### src/vdc_pkg.sv
package vdc_pkg;
  // register indices; byte address is four times the index
  localparam logic [11:0] VDC_IDX_CR0    = 12'h440;
  localparam logic [11:0] VDC_IDX_CR1    = 12'h441;
  localparam logic [11:0] VDC_IDX_CR2    = 12'h442;
  localparam logic [11:0] VDC_IDX_TIME   = 12'h445;
  localparam logic [11:0] VDC_IDX_MODE   = 12'h446;
  localparam logic [11:0] VDC_IDX_GLOBAL = 12'h449;
  localparam logic [11:0] VDC_IDX_STAT   = 12'h44a;
  localparam logic [11:0] VDC_IDX_MASK   = 12'h44b;
  // control byte field positions
  localparam int VDC_BIT_START  = 7;
  localparam int VDC_BIT_BAND   = 6;
  localparam int VDC_BIT_PERMIT = 5;
  localparam int VDC_BIT_RESULT = 4;
  localparam int VDC_BIT_DRIVE  = 3;
  localparam int VDC_MODE_LSB   = 3;
  localparam logic [7:0] VDC_RST_BYTE = 8'h00;
  localparam logic [3:0] VDC_LEVEL0_MAX = 4'hb;
  localparam logic [2:0] VDC_LEVEL1_MAX = 3'h4;
  localparam logic [1:0] VDC_LEVEL2_MAX = 2'h2;
  // intermittent sampling periods minus one, in cycles
  localparam int VDC_CNT_W = 12;
  localparam logic [11:0] VDC_PERIOD0 = 12'h00f;
  localparam logic [11:0] VDC_PERIOD1 = 12'h03f;
  localparam logic [11:0] VDC_PERIOD2 = 12'h0ff;
  localparam logic [11:0] VDC_PERIOD3 = 12'h3ff;
  localparam logic [1:0] VDC_RESP_OKAY   = 2'h0;
  localparam logic [1:0] VDC_RESP_SLVERR = 2'h2;

  typedef enum logic [1:0] {VDC_W_IDLE = 2'h0, VDC_W_ADDR = 2'h1, VDC_W_RESP = 2'h3, VDC_W_DATA = 2'h2} vdc_wstate_type;

  function automatic logic [11:0] vdc_period(input logic [1:0] t);
    case (t)
      2'h0: vdc_period = VDC_PERIOD0;
      2'h1: vdc_period = VDC_PERIOD1;
      2'h2: vdc_period = VDC_PERIOD2;
      default: vdc_period = VDC_PERIOD3;
    endcase
  endfunction

  function automatic logic vdc_hit(input logic [15:0] addr, input logic [11:0] idx);
    vdc_hit = (addr == {2'h0, idx, 2'h0});
  endfunction
endpackage

### src/vdc_chan_if.sv
interface vdc_chan_if;
  logic       active;
  logic       sampleMode;
  logic [1:0] sampleTime;
  logic       decline;
  logic       clearReq;
  logic       strobe;
  logic       flag;
  modport ctrl(output active, output sampleMode, output sampleTime, output decline, output clearReq,
               input strobe, input flag);
  modport sampler(input active, input sampleMode, input sampleTime, input decline, input clearReq,
                  output strobe, output flag);
endinterface

### src/vdc_sampler.sv
module vdc_sampler
(
  // clock and reset
  input wire logic ref_clk,
  input wire logic rst,
  // channel
  vdc_chan_if.sampler ch
);
  logic [11:0] cntReg;
  logic [11:0] cntNext;
  logic        strobeReg;
  logic        flagReg;

  always_comb
  begin
    if (!ch.active || cntReg == 12'h000)
      cntNext = vdc_pkg::vdc_period(ch.sampleTime);
    else
      cntNext = cntReg - 12'h001;
  end

  always_ff @(posedge ref_clk)
  begin
    if (rst)
      cntReg <= vdc_pkg::VDC_PERIOD0;
    else
      cntReg <= cntNext;
  end

  always_ff @(posedge ref_clk)
  begin
    if (rst)
      strobeReg <= 1'b0;
    else
      strobeReg <= ch.active && (!ch.sampleMode || cntReg == 12'h000);
  end

  // a decline seen in the read-clear cycle survives the clear
  // strobe lags active by one cycle, so gate it: a switched-off comparator is not read
  always_ff @(posedge ref_clk)
  begin
    if (rst)
      flagReg <= 1'b0;
    else if (strobeReg && ch.active && ch.decline)
      flagReg <= 1'b1;
    else if (ch.clearReq)
      flagReg <= 1'b0;
  end

  assign ch.strobe = strobeReg;
  assign ch.flag   = flagReg;
endmodule

### src/vdc_voltage_detect_control.sv
// Contract
// - channel 0 level accepts codes 00H to 0BH
// - channel 1 level accepts codes 00H to 04H
// - channel 2 level accepts codes 00H to 02H
// - drive select 0 main supply, 1 reference
// - per-channel use bit enables channel
// - mode bit: continuous or timed intermittent sampling
// - detection start and interrupt permit bits
// - result flag shows decline, cleared on read
// - detection interrupts wake processor from halt
//
// Local design decision: the AXI4-Lite interface to the registers.
module vdc_voltage_detect_control
(
  // clock and reset
  input  wire logic        ref_clk,
  input  wire logic        rst,
  // axi4-lite slave
  input  wire logic [15:0] s_axi_awaddr,
  input  wire logic        s_axi_awvalid,
  output logic             s_axi_awready,
  input  wire logic [31:0] s_axi_wdata,
  input  wire logic [3:0]  s_axi_wstrb,
  input  wire logic        s_axi_wvalid,
  output logic             s_axi_wready,
  output logic [1:0]       s_axi_bresp,
  output logic             s_axi_bvalid,
  input  wire logic        s_axi_bready,
  input  wire logic [15:0] s_axi_araddr,
  input  wire logic        s_axi_arvalid,
  output logic             s_axi_arready,
  output logic [31:0]      s_axi_rdata,
  output logic [1:0]       s_axi_rresp,
  output logic             s_axi_rvalid,
  input  wire logic        s_axi_rready,
  // analog comparators
  input  wire logic [2:0]  compDecline,
  output logic [2:0]       compEnable,
  output logic [2:0]       compSample,
  output logic [3:0]       compLevelCh0,
  output logic [2:0]       compLevelCh1,
  output logic [1:0]       compLevelCh2,
  output logic             comparatorDriveSelect,
  output logic             levelBandFlag,
  // interrupts
  output logic [2:0]       lowVoltageIrq,
  output logic             haltWake,
  output logic             irq
);
  vdc_pkg::vdc_wstate_type wStateReg;
  vdc_pkg::vdc_wstate_type wStateNext;
  logic [15:0] awAddrReg;
  logic [31:0] wDataReg;
  logic [3:0]  wStrbReg;
  logic [15:0] wrAddr;
  logic [31:0] wrData;
  logic [3:0]  wrStrb;
  logic        doWrite;
  logic        wrLane;
  logic [1:0]  bRespReg;
  logic        rValidReg;
  logic [31:0] rDataReg;
  logic [1:0]  rRespReg;
  logic [7:0]  readByte;
  logic        readHit;
  logic        arHs;

  logic [2:0] detectStartReg;
  logic [2:0] irqPermitReg;
  logic       levelBandReg;
  logic [3:0] level0Reg;
  logic [2:0] level1Reg;
  logic [1:0] level2Reg;
  logic [5:0] sampleTimeReg;
  logic [2:0] sampleModeReg;
  logic [2:0] inUseReg;
  logic       driveSelReg;
  logic [2:0] lowVoltIrqReg;
  logic [2:0] lowVoltPrevReg;
  logic [2:0] flagVec;
  logic [2:0] strobeVec;
  logic [2:0] clearVec;
  logic [2:0] irqStatus;
  logic [2:0] irqMask;

  // ---------------- write channel ----------------
  assign s_axi_awready = (wStateReg == vdc_pkg::VDC_W_IDLE) || (wStateReg == vdc_pkg::VDC_W_DATA);
  assign s_axi_wready  = (wStateReg == vdc_pkg::VDC_W_IDLE) || (wStateReg == vdc_pkg::VDC_W_ADDR);
  assign s_axi_bvalid  = (wStateReg == vdc_pkg::VDC_W_RESP);
  assign s_axi_bresp   = bRespReg;

  always_comb
  begin
    wStateNext = wStateReg;
    case (wStateReg)
      vdc_pkg::VDC_W_IDLE:
      begin
        if (s_axi_awvalid && s_axi_wvalid)
          wStateNext = vdc_pkg::VDC_W_RESP;
        else if (s_axi_awvalid)
          wStateNext = vdc_pkg::VDC_W_ADDR;
        else if (s_axi_wvalid)
          wStateNext = vdc_pkg::VDC_W_DATA;
      end
      vdc_pkg::VDC_W_ADDR:
      begin
        if (s_axi_wvalid)
          wStateNext = vdc_pkg::VDC_W_RESP;
      end
      vdc_pkg::VDC_W_DATA:
      begin
        if (s_axi_awvalid)
          wStateNext = vdc_pkg::VDC_W_RESP;
      end
      default:
      begin
        if (s_axi_bready)
          wStateNext = vdc_pkg::VDC_W_IDLE;
      end
    endcase
  end

  always_ff @(posedge ref_clk)
  begin
    if (rst)
      wStateReg <= vdc_pkg::VDC_W_IDLE;
    else
      wStateReg <= wStateNext;
  end

  always_ff @(posedge ref_clk)
  begin
    if (rst)
    begin
      awAddrReg <= 16'h0000;
      wDataReg  <= 32'h0000_0000;
      wStrbReg  <= 4'h0;
    end
    else
    begin
      if (s_axi_awvalid && s_axi_awready)
        awAddrReg <= s_axi_awaddr;
      if (s_axi_wvalid && s_axi_wready)
      begin
        wDataReg <= s_axi_wdata;
        wStrbReg <= s_axi_wstrb;
      end
    end
  end

  // the write lands in the cycle the second half of the pair is taken
  assign wrAddr  = s_axi_awready ? s_axi_awaddr : awAddrReg;
  assign wrData  = s_axi_wready ? s_axi_wdata : wDataReg;
  assign wrStrb  = s_axi_wready ? s_axi_wstrb : wStrbReg;
  assign doWrite = (wStateNext == vdc_pkg::VDC_W_RESP) && (wStateReg != vdc_pkg::VDC_W_RESP);
  assign wrLane  = doWrite && wrStrb[0];

  always_ff @(posedge ref_clk)
  begin
    if (rst)
      bRespReg <= vdc_pkg::VDC_RESP_OKAY;
    else if (doWrite)
    begin
      if (vdc_pkg::vdc_hit(wrAddr, vdc_pkg::VDC_IDX_CR0) || vdc_pkg::vdc_hit(wrAddr, vdc_pkg::VDC_IDX_CR1)
          || vdc_pkg::vdc_hit(wrAddr, vdc_pkg::VDC_IDX_CR2) || vdc_pkg::vdc_hit(wrAddr, vdc_pkg::VDC_IDX_TIME)
          || vdc_pkg::vdc_hit(wrAddr, vdc_pkg::VDC_IDX_MODE) || vdc_pkg::vdc_hit(wrAddr, vdc_pkg::VDC_IDX_GLOBAL)
          || vdc_pkg::vdc_hit(wrAddr, vdc_pkg::VDC_IDX_STAT) || vdc_pkg::vdc_hit(wrAddr, vdc_pkg::VDC_IDX_MASK))
        bRespReg <= vdc_pkg::VDC_RESP_OKAY;
      else
        bRespReg <= vdc_pkg::VDC_RESP_SLVERR;
    end
  end

  // ---------------- channel control registers ----------------
  // out-of-range level codes are dropped so the threshold never points at nothing
  always_ff @(posedge ref_clk)
  begin
    if (rst)
    begin
      detectStartReg <= 3'h0;
      irqPermitReg   <= 3'h0;
      levelBandReg   <= 1'b0;
      level0Reg      <= 4'h0;
      level1Reg      <= 3'h0;
      level2Reg      <= 2'h0;
    end
    else if (wrLane)
    begin
      if (vdc_pkg::vdc_hit(wrAddr, vdc_pkg::VDC_IDX_CR0))
      begin
        detectStartReg[0] <= wrData[vdc_pkg::VDC_BIT_START];
        irqPermitReg[0]   <= wrData[vdc_pkg::VDC_BIT_PERMIT];
        levelBandReg      <= wrData[vdc_pkg::VDC_BIT_BAND];
        if (wrData[3:0] <= vdc_pkg::VDC_LEVEL0_MAX)
          level0Reg <= wrData[3:0];
      end
      else if (vdc_pkg::vdc_hit(wrAddr, vdc_pkg::VDC_IDX_CR1))
      begin
        detectStartReg[1] <= wrData[vdc_pkg::VDC_BIT_START];
        irqPermitReg[1]   <= wrData[vdc_pkg::VDC_BIT_PERMIT];
        if (wrData[3:0] <= {1'b0, vdc_pkg::VDC_LEVEL1_MAX})
          level1Reg <= wrData[2:0];
      end
      else if (vdc_pkg::vdc_hit(wrAddr, vdc_pkg::VDC_IDX_CR2))
      begin
        detectStartReg[2] <= wrData[vdc_pkg::VDC_BIT_START];
        irqPermitReg[2]   <= wrData[vdc_pkg::VDC_BIT_PERMIT];
        if (wrData[3:0] <= {2'h0, vdc_pkg::VDC_LEVEL2_MAX})
          level2Reg <= wrData[1:0];
      end
    end
  end

  // ---------------- global, timing and mode registers ----------------
  always_ff @(posedge ref_clk)
  begin
    if (rst)
    begin
      sampleTimeReg <= vdc_pkg::VDC_RST_BYTE[5:0];
      sampleModeReg <= vdc_pkg::VDC_RST_BYTE[2:0];
      inUseReg      <= vdc_pkg::VDC_RST_BYTE[2:0];
      driveSelReg   <= 1'b0;
    end
    else if (wrLane)
    begin
      if (vdc_pkg::vdc_hit(wrAddr, vdc_pkg::VDC_IDX_TIME))
        sampleTimeReg <= wrData[5:0];
      else if (vdc_pkg::vdc_hit(wrAddr, vdc_pkg::VDC_IDX_MODE))
        sampleModeReg <= wrData[vdc_pkg::VDC_MODE_LSB +: 3];
      else if (vdc_pkg::vdc_hit(wrAddr, vdc_pkg::VDC_IDX_GLOBAL))
      begin
        inUseReg    <= wrData[2:0];
        driveSelReg <= wrData[vdc_pkg::VDC_BIT_DRIVE];
      end
    end
  end

  // ---------------- read channel ----------------
  assign arHs          = s_axi_arvalid && s_axi_arready;
  assign s_axi_arready = !rValidReg;
  assign s_axi_rvalid  = rValidReg;
  assign s_axi_rdata   = rDataReg;
  assign s_axi_rresp   = rRespReg;

  always_comb
  begin
    readHit  = 1'b1;
    readByte = 8'h00;
    if (vdc_pkg::vdc_hit(s_axi_araddr, vdc_pkg::VDC_IDX_CR0))
      readByte = {detectStartReg[0], levelBandReg, irqPermitReg[0], flagVec[0], level0Reg};
    else if (vdc_pkg::vdc_hit(s_axi_araddr, vdc_pkg::VDC_IDX_CR1))
      readByte = {detectStartReg[1], 1'b0, irqPermitReg[1], flagVec[1], 1'b0, level1Reg};
    else if (vdc_pkg::vdc_hit(s_axi_araddr, vdc_pkg::VDC_IDX_CR2))
      readByte = {detectStartReg[2], 1'b0, irqPermitReg[2], flagVec[2], 2'h0, level2Reg};
    else if (vdc_pkg::vdc_hit(s_axi_araddr, vdc_pkg::VDC_IDX_TIME))
      readByte = {2'h0, sampleTimeReg};
    else if (vdc_pkg::vdc_hit(s_axi_araddr, vdc_pkg::VDC_IDX_MODE))
      readByte = {2'h0, sampleModeReg, 3'h0};
    else if (vdc_pkg::vdc_hit(s_axi_araddr, vdc_pkg::VDC_IDX_GLOBAL))
      readByte = {4'h0, driveSelReg, inUseReg};
    else if (vdc_pkg::vdc_hit(s_axi_araddr, vdc_pkg::VDC_IDX_STAT))
      readByte = {5'h00, irqStatus};
    else if (vdc_pkg::vdc_hit(s_axi_araddr, vdc_pkg::VDC_IDX_MASK))
      readByte = {5'h00, irqMask};
    else
      readHit = 1'b0;
  end

  always_ff @(posedge ref_clk)
  begin
    if (rst)
    begin
      rValidReg <= 1'b0;
      rDataReg  <= 32'h0000_0000;
      rRespReg  <= vdc_pkg::VDC_RESP_OKAY;
    end
    else if (arHs)
    begin
      rValidReg <= 1'b1;
      rDataReg  <= {24'h000000, readByte};
      rRespReg  <= readHit ? vdc_pkg::VDC_RESP_OKAY : vdc_pkg::VDC_RESP_SLVERR;
    end
    else if (s_axi_rready)
      rValidReg <= 1'b0;
  end

  // flag is cleared when the read is taken, so the returned byte still shows it
  assign clearVec[0] = arHs && vdc_pkg::vdc_hit(s_axi_araddr, vdc_pkg::VDC_IDX_CR0);
  assign clearVec[1] = arHs && vdc_pkg::vdc_hit(s_axi_araddr, vdc_pkg::VDC_IDX_CR1);
  assign clearVec[2] = arHs && vdc_pkg::vdc_hit(s_axi_araddr, vdc_pkg::VDC_IDX_CR2);

  // ---------------- per-channel samplers ----------------
  for (genvar i = 0; i < 3; i++)
  begin : g_ch
    vdc_chan_if chIf ();
    assign chIf.active     = inUseReg[i] && detectStartReg[i];
    assign chIf.sampleMode = sampleModeReg[i];
    assign chIf.sampleTime = sampleTimeReg[2*i +: 2];
    assign chIf.decline    = compDecline[i];
    assign chIf.clearReq   = clearVec[i];
    assign flagVec[i]      = chIf.flag;
    assign strobeVec[i]    = chIf.strobe;
    vdc_sampler u_sampler
    (
      .ref_clk (ref_clk),
      .rst     (rst),
      .ch      (chIf.sampler)
    );
  end

  // ---------------- interrupts ----------------
  always_ff @(posedge ref_clk)
  begin
    if (rst)
    begin
      lowVoltIrqReg  <= 3'h0;
      lowVoltPrevReg <= 3'h0;
    end
    else
    begin
      lowVoltIrqReg  <= inUseReg & detectStartReg & flagVec & irqPermitReg;
      lowVoltPrevReg <= lowVoltIrqReg;
    end
  end

  vdc_irq #(.N(3)) u_irq
  (
    .ref_clk  (ref_clk),
    .rst      (rst),
    .evt      (lowVoltIrqReg & ~lowVoltPrevReg),
    .clrWe    (wrLane && vdc_pkg::vdc_hit(wrAddr, vdc_pkg::VDC_IDX_STAT)),
    .clrBits  (wrData[2:0]),
    .maskWe   (wrLane && vdc_pkg::vdc_hit(wrAddr, vdc_pkg::VDC_IDX_MASK)),
    .maskBits (wrData[2:0]),
    .status   (irqStatus),
    .mask     (irqMask),
    .irq      (irq)
  );

  assign lowVoltageIrq         = lowVoltIrqReg;
  assign haltWake              = |lowVoltIrqReg;
  assign compEnable            = inUseReg & detectStartReg;
  assign compSample            = strobeVec;
  assign compLevelCh0          = level0Reg;
  assign compLevelCh1          = level1Reg;
  assign compLevelCh2          = level2Reg;
  assign comparatorDriveSelect = driveSelReg;
  assign levelBandFlag         = levelBandReg;
endmodule

### src/vdc_irq.sv
module vdc_irq #(parameter int N = 3)
(
  // clock and reset
  input  wire logic         ref_clk,
  input  wire logic         rst,
  // events and software access
  input  wire logic [N-1:0] evt,
  input  wire logic         clrWe,
  input  wire logic [N-1:0] clrBits,
  input  wire logic         maskWe,
  input  wire logic [N-1:0] maskBits,
  // state
  output logic [N-1:0]      status,
  output logic [N-1:0]      mask,
  output logic              irq
);
  logic [N-1:0] statusReg;
  logic [N-1:0] maskReg;

  // set wins over a one-to-clear in the same cycle
  always_ff @(posedge ref_clk)
  begin
    if (rst)
      statusReg <= '0;
    else
      statusReg <= (statusReg & ~(clrWe ? clrBits : '0)) | evt;
  end

  always_ff @(posedge ref_clk)
  begin
    if (rst)
      maskReg <= '0;
    else if (maskWe)
      maskReg <= maskBits;
  end

  assign status = statusReg;
  assign mask   = maskReg;
  assign irq    = |(statusReg & maskReg);
endmodule

### config.mk
export PLATFORM = sky130hd
export DESIGN_NAME = vdc_voltage_detect_control
export DESIGN_NICKNAME = d
export VERILOG_FILES = /design/src/vdc_pkg.sv /design/src/vdc_chan_if.sv /design/src/vdc_sampler.sv /design/src/vdc_voltage_detect_control.sv /design/src/vdc_irq.sv
export SDC_FILE = /design/constraint.sdc
export NUM_CORES = 1
export LEC_CHECK = 0
export BUFFER_PORTS_ARGS = -buffer_cell sky130_fd_sc_hd__buf_2
export CAP_MARGIN = 40
export CELL_PAD_IN_SITES_DETAIL_PLACEMENT = 0
export CELL_PAD_IN_SITES_GLOBAL_PLACEMENT = 1
export CORE_MARGIN = 1
export CORE_UTILIZATION = 43
export CTS_CLUSTER_SIZE = 12
export DETAILED_ROUTE_END_ITERATION = 8
export PLACE_DENSITY = 0.87
export SKIP_LAST_GASP = 1
export SYNTH_ARGS = -nofsm -noshare
export SYNTH_HDL_FRONTEND = slang
export SYNTH_SLANG_ARGS = --single-unit
### constraint.sdc
create_clock -name ref_clk -period 4.8 [get_ports ref_clk]
set_input_delay 0.48 -clock ref_clk [delete_from_list [all_inputs] [get_ports ref_clk]]
set_output_delay 0.48 -clock ref_clk [all_outputs]
set_load 0.05 [all_outputs]
==> summary.txt, run 1 <==
Floorplan
  – Die height: 118.7 um
  – # rows: 42
  – Initial Utilization: 44.22%
  – Die Area: 0.01409 mm2
  – Die width: 118.7 um
  – Number of top-level pins: 141
  – Core box area: 0.01324 mm2

Clock tree
  – Longest Clk Path Bufs: 2
  – Num CTS Buffers: 17
  – CTS tree: yes
  – CTS sink cnt: 121
  – CTS Hold Bufs: 0
  – Root buf cell: clkbuf_16
  – Clk slew on worst S/H paths: 0.05 ns
  – Skew-Pair Late Insertion Delay: 0.42 ns
  – Post-CTS resize count: 0
  – Postcts setup bufs: 0
  – H-tree depth: 4

Global route
  – Total GRT Usage: 21.06%
  – Gr ovfl total: 0
  – Largest net degree at the start of global routing: 59
  – Initial antenna violation count: 0
  – First-pass GRT wire length: 23430 um
  – Vias in the first global route: 4842

Final layout
  – Fillers: 1270
  – Area Growth Syn to Fin: 16.79%
  – Most frequent cells in the layout: 121 x dfxtp_1, 89 x nand2_1, 87 x buf_2, 57 x a21oi_1, 55 x nor2_1
  – Most common cell after layout, fill and taps aside: dfxtp_1
  – Ant diodes: 0
  – Share of layout cells above drive strength 1: 18.41%
  – Final Core Density: 51.64%
  – FF/Latch Area: 0.002422 mm2
  – Multi-input gate area: 0.003090 mm2
  – Final nets: 853

Synthesis
  – Synthesis warning total: 0
  – Synth unique cells: 56
  – Flops & latches, synth: 121
  – Seq/Total Area, Yosys: 41.37%
  – Synth Instances: 694
  – Syn Area/Cell: 8.437 um2
  – Mapped Area: 0.005856 mm2
  – Synth Flop Type: dfxtp_1
  – Number of synthesized flops with an enable pin: 0
  – Synth async-reset ratio: 0%

STA
  – # setup viols final: 0
  – Slew Viols, Final: 0
  – Slew @ Worst Pin: 0.9147 ns
  – Post-Route Setup TNS: 0 ns
  – Final Cycle Share: 63.63%
  – Hold_ws: 0.2401 ns
  – Final Skew: 0.006675 ns
  – Final Hold Vio Count: 0
  – RSZ-0062 raised after global routing: false
  – Max Fclk: 327.4 MHz
  – Final min period: 3.054 ns
  – Headroom to the max-slew limit: 37.28%

Worst setup path
  – Kind of critical path: flop to flop
  – Reg2reg path depth: 6
  – CP Data Required Time: 5.14 ns
  – Top fanout value on the critical path: 24
  – CP Capture Type: flop
  – Crit path to: sampleTimeReg[2]
  – R2R Setup Slk: 1.75 ns
  – Reg-to-reg endpoint: sampleTimeReg[2]
  – Critical path arrival: 3.39 ns
  – Beginning of the critical path: wStateReg[0]
  – Startpoint types: flop
  – Reg2reg start: wStateReg[0]

Placed design
  – Number of port buffers: 87
  – Gp weighted congestion: 0.8758
  – DP HPWL: 10420 um

Drt
  – Via/cell ratio: 5.330
  – Drt first pass iters: 4
  – DR WL/cell: 14.73 um
  – DRC Markers: 0
  – Via count: 5106
  – Drt total wl: 14120 um
  – Initial DRC Count: 318
  – DRT antenna net count: 0

Pwr
  – Pwr dens: 362.2 mW/mm2
  – Worst IR drop on VDD: 0.2336 mV
  – Leakage: 2.709 nW

Run
  – Max Cap Viol: 0

Hold path
  – Worst min path class: input pin to flop

Status
  – Run status: completed
worst max-delay path, cell delays in order (launching register included):
cell,delay (ns)
dfxtp_1,0.84
nor4b_1,0.34
nand3_1,0.20
a2111o_1,0.69
nor3_4,0.58
nor2_1,0.12
a211oi_2,0.20
worst min path at each step:
stage                                startpoint                     endpoint  slack [ns]  cells past startpoint
floorplan           g_ch[2].u_sampler.cntReg[0]  g_ch[2].u_sampler.cntReg[0]        0.37                      1
global placement    g_ch[2].u_sampler.cntReg[0]  g_ch[2].u_sampler.cntReg[0]        0.38                      1
detailed placement  g_ch[0].u_sampler.cntReg[0]  g_ch[0].u_sampler.cntReg[0]        0.39                      1
CTS                                s_axi_rready                 s_axi_rvalid        0.23                      2
global route                       s_axi_rready                 s_axi_rvalid        0.22                      2
finish                             s_axi_rready                 s_axi_rvalid        0.24                      2
Yosys cell counts, drive strengths merged (3+ instances only):
master / number / area (um2)
ha: 5 / 62.56
clkbuf: 23 / 86.33
or3: 6 / 42.54
nor3b: 4 / 30.03
a31oi: 11 / 68.82
nor4: 11 / 68.82
nor2b: 14 / 87.58
mux2i: 23 / 230.2
and2: 5 / 31.28
a211oi: 22 / 185.2
xnor2: 18 / 157.7
o21ai: 18 / 90.09
nor3: 35 / 209.0
mux2: 8 / 90.09
a21oi: 57 / 285.3
nor2: 56 / 212.7
nand2: 89 / 334.1
nand2b: 17 / 106.4
xor2: 7 / 61.31
a22oi: 7 / 52.55
dfxtp: 121 / 2422
a21boi: 3 / 22.52
a311oi: 8 / 70.07
nor4b: 6 / 52.55
inv: 18 / 67.56
buf: 39 / 282.8
o2bb2ai: 3 / 26.28
and3: 8 / 50.05
nand3: 21 / 105.1
or2: 6 / 37.54
o21a: 3 / 22.52
flip-flops by register name, indices dropped and copies added (netlist names), 2 cells and up:
signal / cells
awAddrReg: 16
compLevelCh0: 4
compLevelCh1: 3
compLevelCh2: 2
detectStartReg: 3
g_ch.u_sampler.ch.flag: 3
g_ch.u_sampler.ch.strobe: 3
g_ch.u_sampler.cntReg: 36
inUseReg: 3
irqPermitReg: 3
lowVoltPrevReg: 3
lowVoltageIrq: 3
s_axi_rdata: 8
sampleModeReg: 3
sampleTimeReg: 6
u_irq.mask: 3
u_irq.status: 3
wDataReg: 8
wStateReg: 2
power breakdown:
group / internal, mW / switching, mW / leakage [nW]
clock network: 0.768 / 0.438 / 0.270
registers: 1.02 / 0.0178 / 0.981
logic: 0.0621 / 0.168 / 1.46
total: 1.85 / 0.624 / 2.71
per-layer routing:
metal  routed length [um]  up-vias  global-route usage [%]
met2                 6758      119                   34.58
li1                     -     2553                       -
met3                  726       18                   6.467
met4                  245        0                   7.911
met1                 6384     2416                   25.77
met5                    0        -                       0
logic make-up (layout without fill, tap and decap cells):
kind of cell | Yosys count | count (layout) | synth area share [%]
AOI/OAI and AO/OA | 147 | 147 | 16.58
buffers and inverters | 80 | 143 | 7.457
other | 1 | 26 | 0.06404
and+or+nand+nor | 284 | 284 | 24.25
adders and majority gates | 5 | 5 | 1.068
xor gates and xnor gates | 25 | 25 | 3.739
muxes | 31 | 31 | 5.470
DFF | 121 | 121 | 41.37
per-stage QoR:
step           power (mW)  setup slack [ns]  cells  area [um2]
2_1_floorplan       1.243             2.197    719        5949
3_3_place_gp        1.283             1.878    923        6259
3_5_place_dp        1.292             1.850    927        6285
4_1_cts             2.498             1.800    958        6839
5_1_grt             2.564             1.459    958        6839
6_report            2.477             1.746    958        6839
area by class of cell:
class | instances | area share (%)
clock inverter | 9 | 1.464
sequential | 121 | 35.42
multi-input combinational | 518 | 45.19
clock buffer | 22 | 6.641
tap | 176 | 3.220
inverter | 18 | 0.9879
timing repair buffer | 94 | 7.080
(Power assumes the default switching activity.)
==> run 2, diff against run 1 <==
--- a/config.mk
+++ b/config.mk
@@ -5,15 +5,16 @@
 export SDC_FILE = /design/constraint.sdc
 export NUM_CORES = 1
 export LEC_CHECK = 0
+export ABC_AREA = 1
 export BUFFER_PORTS_ARGS = -buffer_cell sky130_fd_sc_hd__buf_2
 export CAP_MARGIN = 40
 export CELL_PAD_IN_SITES_DETAIL_PLACEMENT = 0
 export CELL_PAD_IN_SITES_GLOBAL_PLACEMENT = 1
 export CORE_MARGIN = 1
-export CORE_UTILIZATION = 43
+export CORE_UTILIZATION = 38
 export CTS_CLUSTER_SIZE = 12
 export DETAILED_ROUTE_END_ITERATION = 8
-export PLACE_DENSITY = 0.87
+export PLACE_DENSITY = 0.81
 export SKIP_LAST_GASP = 1
 export SYNTH_ARGS = -nofsm -noshare
 export SYNTH_HDL_FRONTEND = slang
==> constraint.sdc (replaced) <==
create_clock -name ref_clk -period 3.2 [get_ports ref_clk]
set_input_delay 0.32 -clock ref_clk [delete_from_list [all_inputs] [get_ports ref_clk]]
set_output_delay 0.32 -clock ref_clk [all_outputs]
set_load 0.05 [all_outputs]
==> run 2 against run 1 <==
Compared with the run above: non-clock buffer count down 4; critical path depth up 1; synthesized cell count up 26%; hold slack worse by 0.096 ns; die area up 17%; setup slack worse by 0.84 ns; sequential share of layout area down 1.3 points; clock skew about the same; sequential power up 51%; critical endpoint is now sampleTimeReg[1]; highest routed layer unchanged.
==> summary.txt, run 2 <==
Worst setup path
  – WP buf/inv: 1 (was 0)
  – Worst path slowest cell: dfxtp_1 (unchanged)
  – Worst path max stage delay: 0.79 ns (was 0.84 ns)
  – R2R Setup Slk: 0.91 ns (was 1.75 ns)
  – Crit path cell chain: nor2_1 -> nor3_2 -> nand2_2 -> inv_2 -> nand3_2 -> o21ai_0 -> a21oi_1 (was nor4b_1 -> nand3_1 -> a2111o_1 -> nor3_4 -> nor2_1 -> a211oi_2)
  – CP Data Required Time: 3.49 ns (was 5.14 ns)
  – Top fanout value on the critical path: 17 (was 24)
  – Startpoint types: flop (unchanged)
  – Critical path arrival: 2.59 ns (was 3.39 ns)
  – Reg-to-reg endpoint: sampleTimeReg[1] (was sampleTimeReg[2])
  – Reg2reg path depth: 7 (was 6)
  – Reg2reg start: wStateReg[0] (unchanged)
  – CP Capture Type: flop (unchanged)
  – Kind of critical path: flop to flop (unchanged)
  – CP top delay family: simple AND/OR/NAND/NOR gates (unchanged)

Pwr
  – Power share of the combinational group: 9.6% (was 9.3%)
  – Sw power: 0.9574 mW (was 0.6236 mW)
  – Int Power: 2.749 mW (was 1.853 mW)
  – Worst IR drop on VDD: 0.3917 mV (was 0.2336 mV)
  – Pwr dens: 522.0 mW/mm2 (was 362.2 mW/mm2)
  – Part of the power in registers: 42.2% (was 42.0%)
  – Switching portion of total power: 25.83% (was 25.18%)
  – Leakage: 3.151 nW (was 2.709 nW)
  – Clock power frac: 48.2% (was 48.7%)
  – Design Power: 3.706 mW (was 2.477 mW)

Final layout
  – Ant diodes: 0 (unchanged)
  – Final nets: 1040 (was 853)
  – Share of layout cells above drive strength 1: 16.08% (was 18.41%)
  – Reg with most FFs: g_ch.u_sampler.cntReg (unchanged)
  – FF/Latch Area: 0.002422 mm2 (unchanged)
  – Most frequent cells in the layout: 165 x nand2_1, 121 x dfxtp_1, 116 x inv_1, 111 x nor2_1, 87 x buf_2 (was 121 x dfxtp_1, 89 x nand2_1, 87 x buf_2, 57 x a21oi_1, 55 x nor2_1)
  – Multi-input gate area: 0.002940 mm2 (was 0.003090 mm2)
  – Top flop regs: g_ch.u_sampler.cntReg (36), awAddrReg (16) (unchanged)
  – Area Growth Syn to Fin: 16.63% (was 16.79%)
  – Final Core Density: 46.03% (was 51.64%)
  – Max reg flops: 36 (unchanged)
  – Design Area, Final: 0.007101 mm2 (was 0.006839 mm2)
  – Fillers: 1670 (was 1270)
  – Fin cells: 1181 (was 958)
  – Most common cell after layout, fill and taps aside: nand2_1 (was dfxtp_1)

Drt
  – Via/cell ratio: 4.693 (was 5.330)
  – DRT antenna net count: 0 (unchanged)
  – DR WL/cell: 12.73 um (was 14.73 um)
  – Via count: 5543 (was 5106)
  – DRC Markers: 0 (unchanged)
  – Initial DRC Count: 286 (was 318)
  – Drt first pass iters: 5 (was 4)
  – Drt total wl: 15030 um (was 14120 um)

Global route
  – Vias in the first global route: 5037 (was 4842)
  – Initial antenna violation count: 0 (unchanged)
  – Total GRT Usage: 19.28% (was 21.06%)
  – First-pass GRT wire length: 24730 um (was 23430 um)
  – Gr ovfl total: 0 (unchanged)
  – Largest net degree at the start of global routing: 62 (was 59)

Clock tree
  – H-tree depth: 4 (unchanged)
  – CTS tree: yes (unchanged)
  – Longest Clk Path Bufs: 2 (unchanged)
  – Clk slew on worst S/H paths: 0.05 ns (about the same)
  – Skew-Pair Late Insertion Delay: 0.41 ns (was 0.42 ns)
  – Num CTS Buffers: 17 (unchanged)
  – Root buf cell: clkbuf_16 (unchanged)
  – CTS sink cnt: 121 (unchanged)
  – CTS Hold Bufs: 0 (unchanged)
  – Post-CTS resize count: 0 (unchanged)
  – Postcts setup bufs: 0 (unchanged)

STA
  – Slew Viols, Final: 0 (unchanged)
  – Post-Route Setup TNS: 0 ns (unchanged)
  – RSZ-0062 raised after global routing: false (unchanged)
  – Final Hold Vio Count: 0 (unchanged)
  – Final Cycle Share: 71.67% (was 63.63%)
  – Final min period: 2.293 ns (was 3.054 ns)
  – Final Skew: 0.006719 ns (was 0.006675 ns)
  – Max Fclk: 436.0 MHz (was 327.4 MHz)
  – # setup viols final: 0 (unchanged)
  – Headroom to the max-slew limit: 50.72% (was 37.28%)
  – Slew @ Worst Pin: 0.7343 ns (was 0.9147 ns)

Synthesis
  – Synth async-reset ratio: 0% (unchanged)
  – Main combinational cell family by area after synthesis: simple AND/OR/NAND/NOR gates (unchanged)
  – Number of synthesized flops with an enable pin: 0 (unchanged)
  – Compound-gate portion of the synthesized area: 17.00% (was 16.58%)
  – Synthesis warning total: 0 (unchanged)
  – Post-synthesis simple-gate area fraction: 26.80% (was 24.25%)
  – Adder-cell share of the synthesized area: 1.028% (was 1.068%)
  – Flops & latches, synth: 121 (unchanged)
  – Seq/Total Area, Yosys: 39.79% (was 41.37%)
  – Mapped Area: 0.006088 mm2 (was 0.005856 mm2)
  – Synth top area cells: dfxtp_1 40%, nand2_1 10%, inv_1 7.2%, nor2_1 6.8%, a21oi_1 6.7% (was dfxtp_1 41%, nand2_1 5.7%, a21oi_1 4.9%, buf_4 4.1%, mux2i_1 3.9%)
  – Most common cell in the netlist: nand2_1 (was dfxtp_1)
  – Share of the synthesized area in the top cell type: 39.79% (was 41.37%)
  – Synth Instances: 876 (was 694)
  – Leading area contributor after synthesis: dfxtp_1 (unchanged)
  – Post-synthesis xor/xnor area fraction: 1.870% (was 3.739%)
  – Commonest cells post-synth: 165 x nand2_1, 121 x dfxtp_1, 116 x inv_1, 111 x nor2_1, 82 x a21oi_1 (was 121 x dfxtp_1, 89 x nand2_1, 57 x a21oi_1, 55 x nor2_1)
  – Multiplexer share of the synthesized area: 0% (was 5.470%)
  – Synth Flop Type: dfxtp_1 (unchanged)
  – Synth unique cells: 45 (was 56)
  – Syn Area/Cell: 6.950 um2 (was 8.437 um2)

Floorplan
  – Die height: 128.6 um (was 118.7 um)
  – Core box area: 0.01543 mm2 (was 0.01324 mm2)
  – Die Area: 0.01653 mm2 (was 0.01409 mm2)
  – Initial Utilization: 39.46% (was 44.22%)
  – # rows: 45 (was 42)
  – Die width: 128.6 um (was 118.7 um)
  – Number of top-level pins: 141 (unchanged)

Hold path
  – Min-delay src: s_axi_awvalid (was s_axi_rready)
  – Hold Path Depth: 2 (unchanged)
  – WHS Endpoint: awAddrReg[10] (was s_axi_rvalid)
  – Worst min path class: input pin to flop (unchanged)

Placed design
  – Gp weighted congestion: 0.7755 (was 0.8758)
  – Placed cells: 1149 (was 927)
  – DP HPWL: 11170 um (was 10420 um)
  – Placed cell area: 0.006549 mm2 (was 0.006285 mm2)
  – Number of port buffers: 87 (unchanged)

Status
  – Run status: completed (unchanged)

Run
  – Max Cap Viol: 0 (unchanged)
-- run 2: changes by cell type after synthesis, sizes merged, moves of 12 or more --
cell / previous run / this run
nand4: 0 / 18
nor3: 35 / 14
nor2b: 14 / 0
inv: 18 / 121
nand2b: 17 / 0
xnor2: 18 / 6
nand3: 21 / 38
a21oi: 57 / 82
nor2: 56 / 120
nand2: 89 / 170
a211oi: 22 / 1
o21ai: 18 / 88
mux2i: 23 / 0
-- run 2: cells by family after synthesis --
| family | Yosys count |
|---|---|
| compound gates | 191 |
| xor+xnor | 13 |
| fa+ha+maj | 5 |
| buf+inv | 176 |
| flops | 121 |
| other cells | 1 |
| simple gates | 369 |
-- run 2: layout make-up --
class | count | share of cell area (%)
Clock buffer | 24 | 6.784
Clock inverter | 8 | 0.9868
Sequential cell | 121 | 34.11
Timing Repair Buffer | 90 | 6.449
Multi-Input combinational cell | 604 | 41.41
Tap cell | 211 | 3.718
Inverter | 123 | 6.537
-- run 2: power groups by stage --
stage          clock (mW)  combinational, mW  sequential [mW]
2_1_floorplan           0              0.283             1.61
3_3_place_gp            0              0.355             1.60
3_5_place_dp            0              0.357             1.60
4_1_cts              1.82              0.357             1.57
5_1_grt              1.90              0.393             1.57
6_report             1.79              0.356             1.57
-- run 2: worst max-delay path by stage --
stage	start	endpoint	slack, ns	cells after the start
floorplan	s_axi_rvalid	s_axi_rresp[1]	1.31	8
global placement	wStateReg[0]	sampleTimeReg[1]	0.90	7
detailed placement	wStateReg[0]	sampleTimeReg[1]	0.85	7
CTS	wStateReg[0]	sampleTimeReg[1]	0.84	7
global route	wStateReg[0]	compLevelCh1[2]	0.54	7
finish	wStateReg[0]	sampleTimeReg[1]	0.91	7
-- run 2: through the flow --
step / setup WS [ns] / hold WS [ns]
floorplan: 1.306 / 0.3656
global placement: 0.9041 / 0.3736
detailed placement: 0.8496 / 0.3769
CTS: 0.8417 / 0.1315
global route: 0.5388 / 0.1487
finish: 0.9065 / 0.1446
-- run 2: metal layers --
layer	part of all wire, %	up-vias	global-route usage, %
li1	-	2938	-
met1	49	2474	25.40
met2	44	122	30.33
met3	6.2	9	6.237
met4	0.75	0	4.983
met5	0	-	0
==> run 3, diff against run 2 <==
==> constraint.sdc (replaced) <==
create_clock -name ref_clk -period 2.2 [get_ports ref_clk]
set_input_delay 0.22 -clock ref_clk [delete_from_list [all_inputs] [get_ports ref_clk]]
set_output_delay 0.22 -clock ref_clk [all_outputs]
set_load 0.05 [all_outputs]
==> run 3 against run 2 <==
Compared with the run above: final cell count increased by 1.0%; setup slack got worse by 0.63 ns; clock-buffer cell count increased by 2; critical endpoint is now sampleTimeReg[0].
==> summary.txt, run 3 (synthesis results as in run 2) <==
Drt
  – Via/cell ratio: 4.670 (was 4.693)
  – DRT antenna net count: 0 (unchanged)
  – Initial DRC Count: 319 (was 286)
  – Drt total wl: 15110 um (was 15030 um)
  – DR WL/cell: 12.66 um (was 12.73 um)
  – Drt first pass iters: 5 (unchanged)
  – Via count: 5571 (was 5543)
  – DRC Markers: 0 (unchanged)

STA
  – Hold_ws: 0.04157 ns (was 0.1446 ns)
  – Final Skew: 0.004187 ns (was 0.006719 ns)
  – Max Fclk: 519.0 MHz (was 436.0 MHz)
  – RSZ-0062 raised after global routing: false (unchanged)
  – Final Cycle Share: 87.59% (was 71.67%)
  – # setup viols final: 0 (unchanged)
  – Final min period: 1.927 ns (was 2.293 ns)
  – Headroom to the max-slew limit: 57.73% (was 50.72%)
  – Post-Route Setup TNS: 0 ns (unchanged)
  – Slew @ Worst Pin: 0.6292 ns (was 0.7343 ns)
  – Slew Viols, Final: 0 (unchanged)
  – Final Hold Vio Count: 0 (unchanged)

Worst setup path
  – CP Capture Type: flop (unchanged)
  – Beginning of the critical path: wStateReg[0] (unchanged)
  – CP Data Required Time: 2.50 ns (was 3.49 ns)
  – Critical path arrival: 2.23 ns (was 2.59 ns)
  – Kind of critical path: flop to flop (unchanged)
  – Top fanout value on the critical path: 12 (was 17)
  – Reg2reg start: wStateReg[0] (unchanged)
  – Startpoint types: flop (unchanged)

Clock tree
  – H-tree depth: 4 (unchanged)
  – CTS sink cnt: 121 (unchanged)
  – Root buf cell: clkbuf_16 (unchanged)
  – Num CTS Buffers: 17 (unchanged)
  – Longest Clk Path Bufs: 2 (unchanged)
  – Postcts setup bufs: 0 (unchanged)
  – CTS Hold Bufs: 0 (unchanged)
  – Post-CTS resize count: 0 (unchanged)
  – Clk slew on worst S/H paths: 0.05 ns (about the same)
  – CTS tree: yes (unchanged)
  – Skew-Pair Late Insertion Delay: 0.42 ns (was 0.41 ns)

Pwr
  – Worst IR drop on VDD: 0.5388 mV (was 0.3917 mV)
  – Part of the power in registers: 40.2% (was 42.2%)
  – Sw power: 1.406 mW (was 0.9574 mW)
  – Power share of the combinational group: 9.8% (was 9.6%)
  – Leakage: 3.235 nW (was 3.151 nW)
  – Clock power frac: 50.0% (was 48.2%)
  – Int Power: 4.230 mW (was 2.749 mW)
  – Pwr dens: 778.2 mW/mm2 (was 522.0 mW/mm2)
  – Switching portion of total power: 24.95% (was 25.83%)

Placed design
  – Placed cell area: 0.006639 mm2 (was 0.006549 mm2)
  – Gp weighted congestion: 0.8168 (was 0.7755)
  – Number of port buffers: 87 (unchanged)
  – DP HPWL: 11300 um (was 11170 um)

Floorplan
  – Die height: 128.6 um (unchanged)
  – # rows: 45 (unchanged)
  – Number of top-level pins: 141 (unchanged)
  – Core box area: 0.01543 mm2 (unchanged)
  – Initial Utilization: 39.46% (unchanged)
  – Die Area: 0.01653 mm2 (unchanged)
  – Die width: 128.6 um (unchanged)

Final layout
  – Area Growth Syn to Fin: 18.97% (was 16.63%)
  – Design Area, Final: 0.007243 mm2 (was 0.007101 mm2)
  – Most frequent cells in the layout: 165 x nand2_1, 121 x dfxtp_1, 116 x inv_1, 111 x nor2_1, 87 x buf_2 (unchanged)
  – Top flop regs: g_ch.u_sampler.cntReg (36), awAddrReg (16) (unchanged)
  – Max reg flops: 36 (unchanged)
  – Final nets: 1052 (was 1040)
  – Reg with most FFs: g_ch.u_sampler.cntReg (unchanged)
  – Most common cell after layout, fill and taps aside: nand2_1 (unchanged)
  – Ant diodes: 0 (unchanged)
  – Share of layout cells above drive strength 1: 17.21% (was 16.08%)

Global route
  – Largest net degree at the start of global routing: 55 (was 62)
  – Vias in the first global route: 5217 (was 5037)
  – First-pass GRT wire length: 25070 um (was 24730 um)
  – Gr ovfl total: 0 (unchanged)
  – Total GRT Usage: 19.59% (was 19.28%)
  – Initial antenna violation count: 0 (unchanged)

Hold path
  – Min-delay src: s_axi_awvalid (unchanged)
  – Worst min path class: input pin to flop (unchanged)

Status
  – Run status: completed (unchanged)

Run
  – Max Cap Viol: 0 (unchanged)
run 3: per-layer routing:
metal  wire length [um]  part of all wire, %  GRT usage, %  up-vias
met5                  0                    0             0        -
met4                306                  2.0         8.097        0
met2               6658                   44         31.10      141
met3                974                  6.4         5.821       24
met1               7167                   47         24.78     2446
li1                   -                    -             -     2960
run 3: final cells by class:
| cell class | count | area (um2) |
|---|---|---|
| clock buffers | 26 | 519.2 |
| clock inverters | 6 | 85.08 |
| fillers | 1674 | 8184 |
| inverters | 123 | 464.2 |
| multi-input cells | 604 | 2940 |
| flip-flops and latches | 121 | 2422 |
| well taps | 211 | 264.0 |
| repair buffers | 102 | 548.0 |
run 3: path summary, 6_finish.rpt:
| path | to | slack, ns | depth (start not counted) |
|---|---|---|---|
| min reg2reg | g_ch[0].u_sampler.cntReg[0] | 0.39 | 1 |
| max reg2reg | sampleTimeReg[0] | 0.27 | 9 |
| max | sampleTimeReg[0] | 0.27 | 9 |
| min | awAddrReg[10] | 0.04 | 2 |
run 3: critical path: stages (launching register included):
cell and delay, ns:
dfxtp_1 0.38, buf_4 0.18, clkinv_2 0.06, nand2_1 0.07, o21ai_2 0.20, nand3_2 0.14
nor2_4 0.19, nand3_2 0.28, o21ai_0 0.25, a21oi_1 0.06
run 3: power groups by stage:
stage | registers [mW] | logic, mW | clock network, mW
3_5_place_dp | 2.31 | 0.554 | 0
5_1_grt | 2.27 | 0.613 | 2.99
2_1_floorplan | 2.34 | 0.411 | 0
6_report | 2.26 | 0.551 | 2.82
3_3_place_gp | 2.31 | 0.552 | 0
4_1_cts | 2.26 | 0.555 | 2.88
run 3: metrics by stage:
stage               std cells  utilization [%]  power (mW)  setup slack, ns
finish                   1193            46.95       5.637           0.2730
global route             1193            46.95       5.869          0.03914
CTS                      1193            46.95       5.696           0.2524
detailed placement       1161            43.03       2.865           0.2759
global placement         1161            43.03       2.862           0.3194
floorplan                 901                -       2.749           0.3063
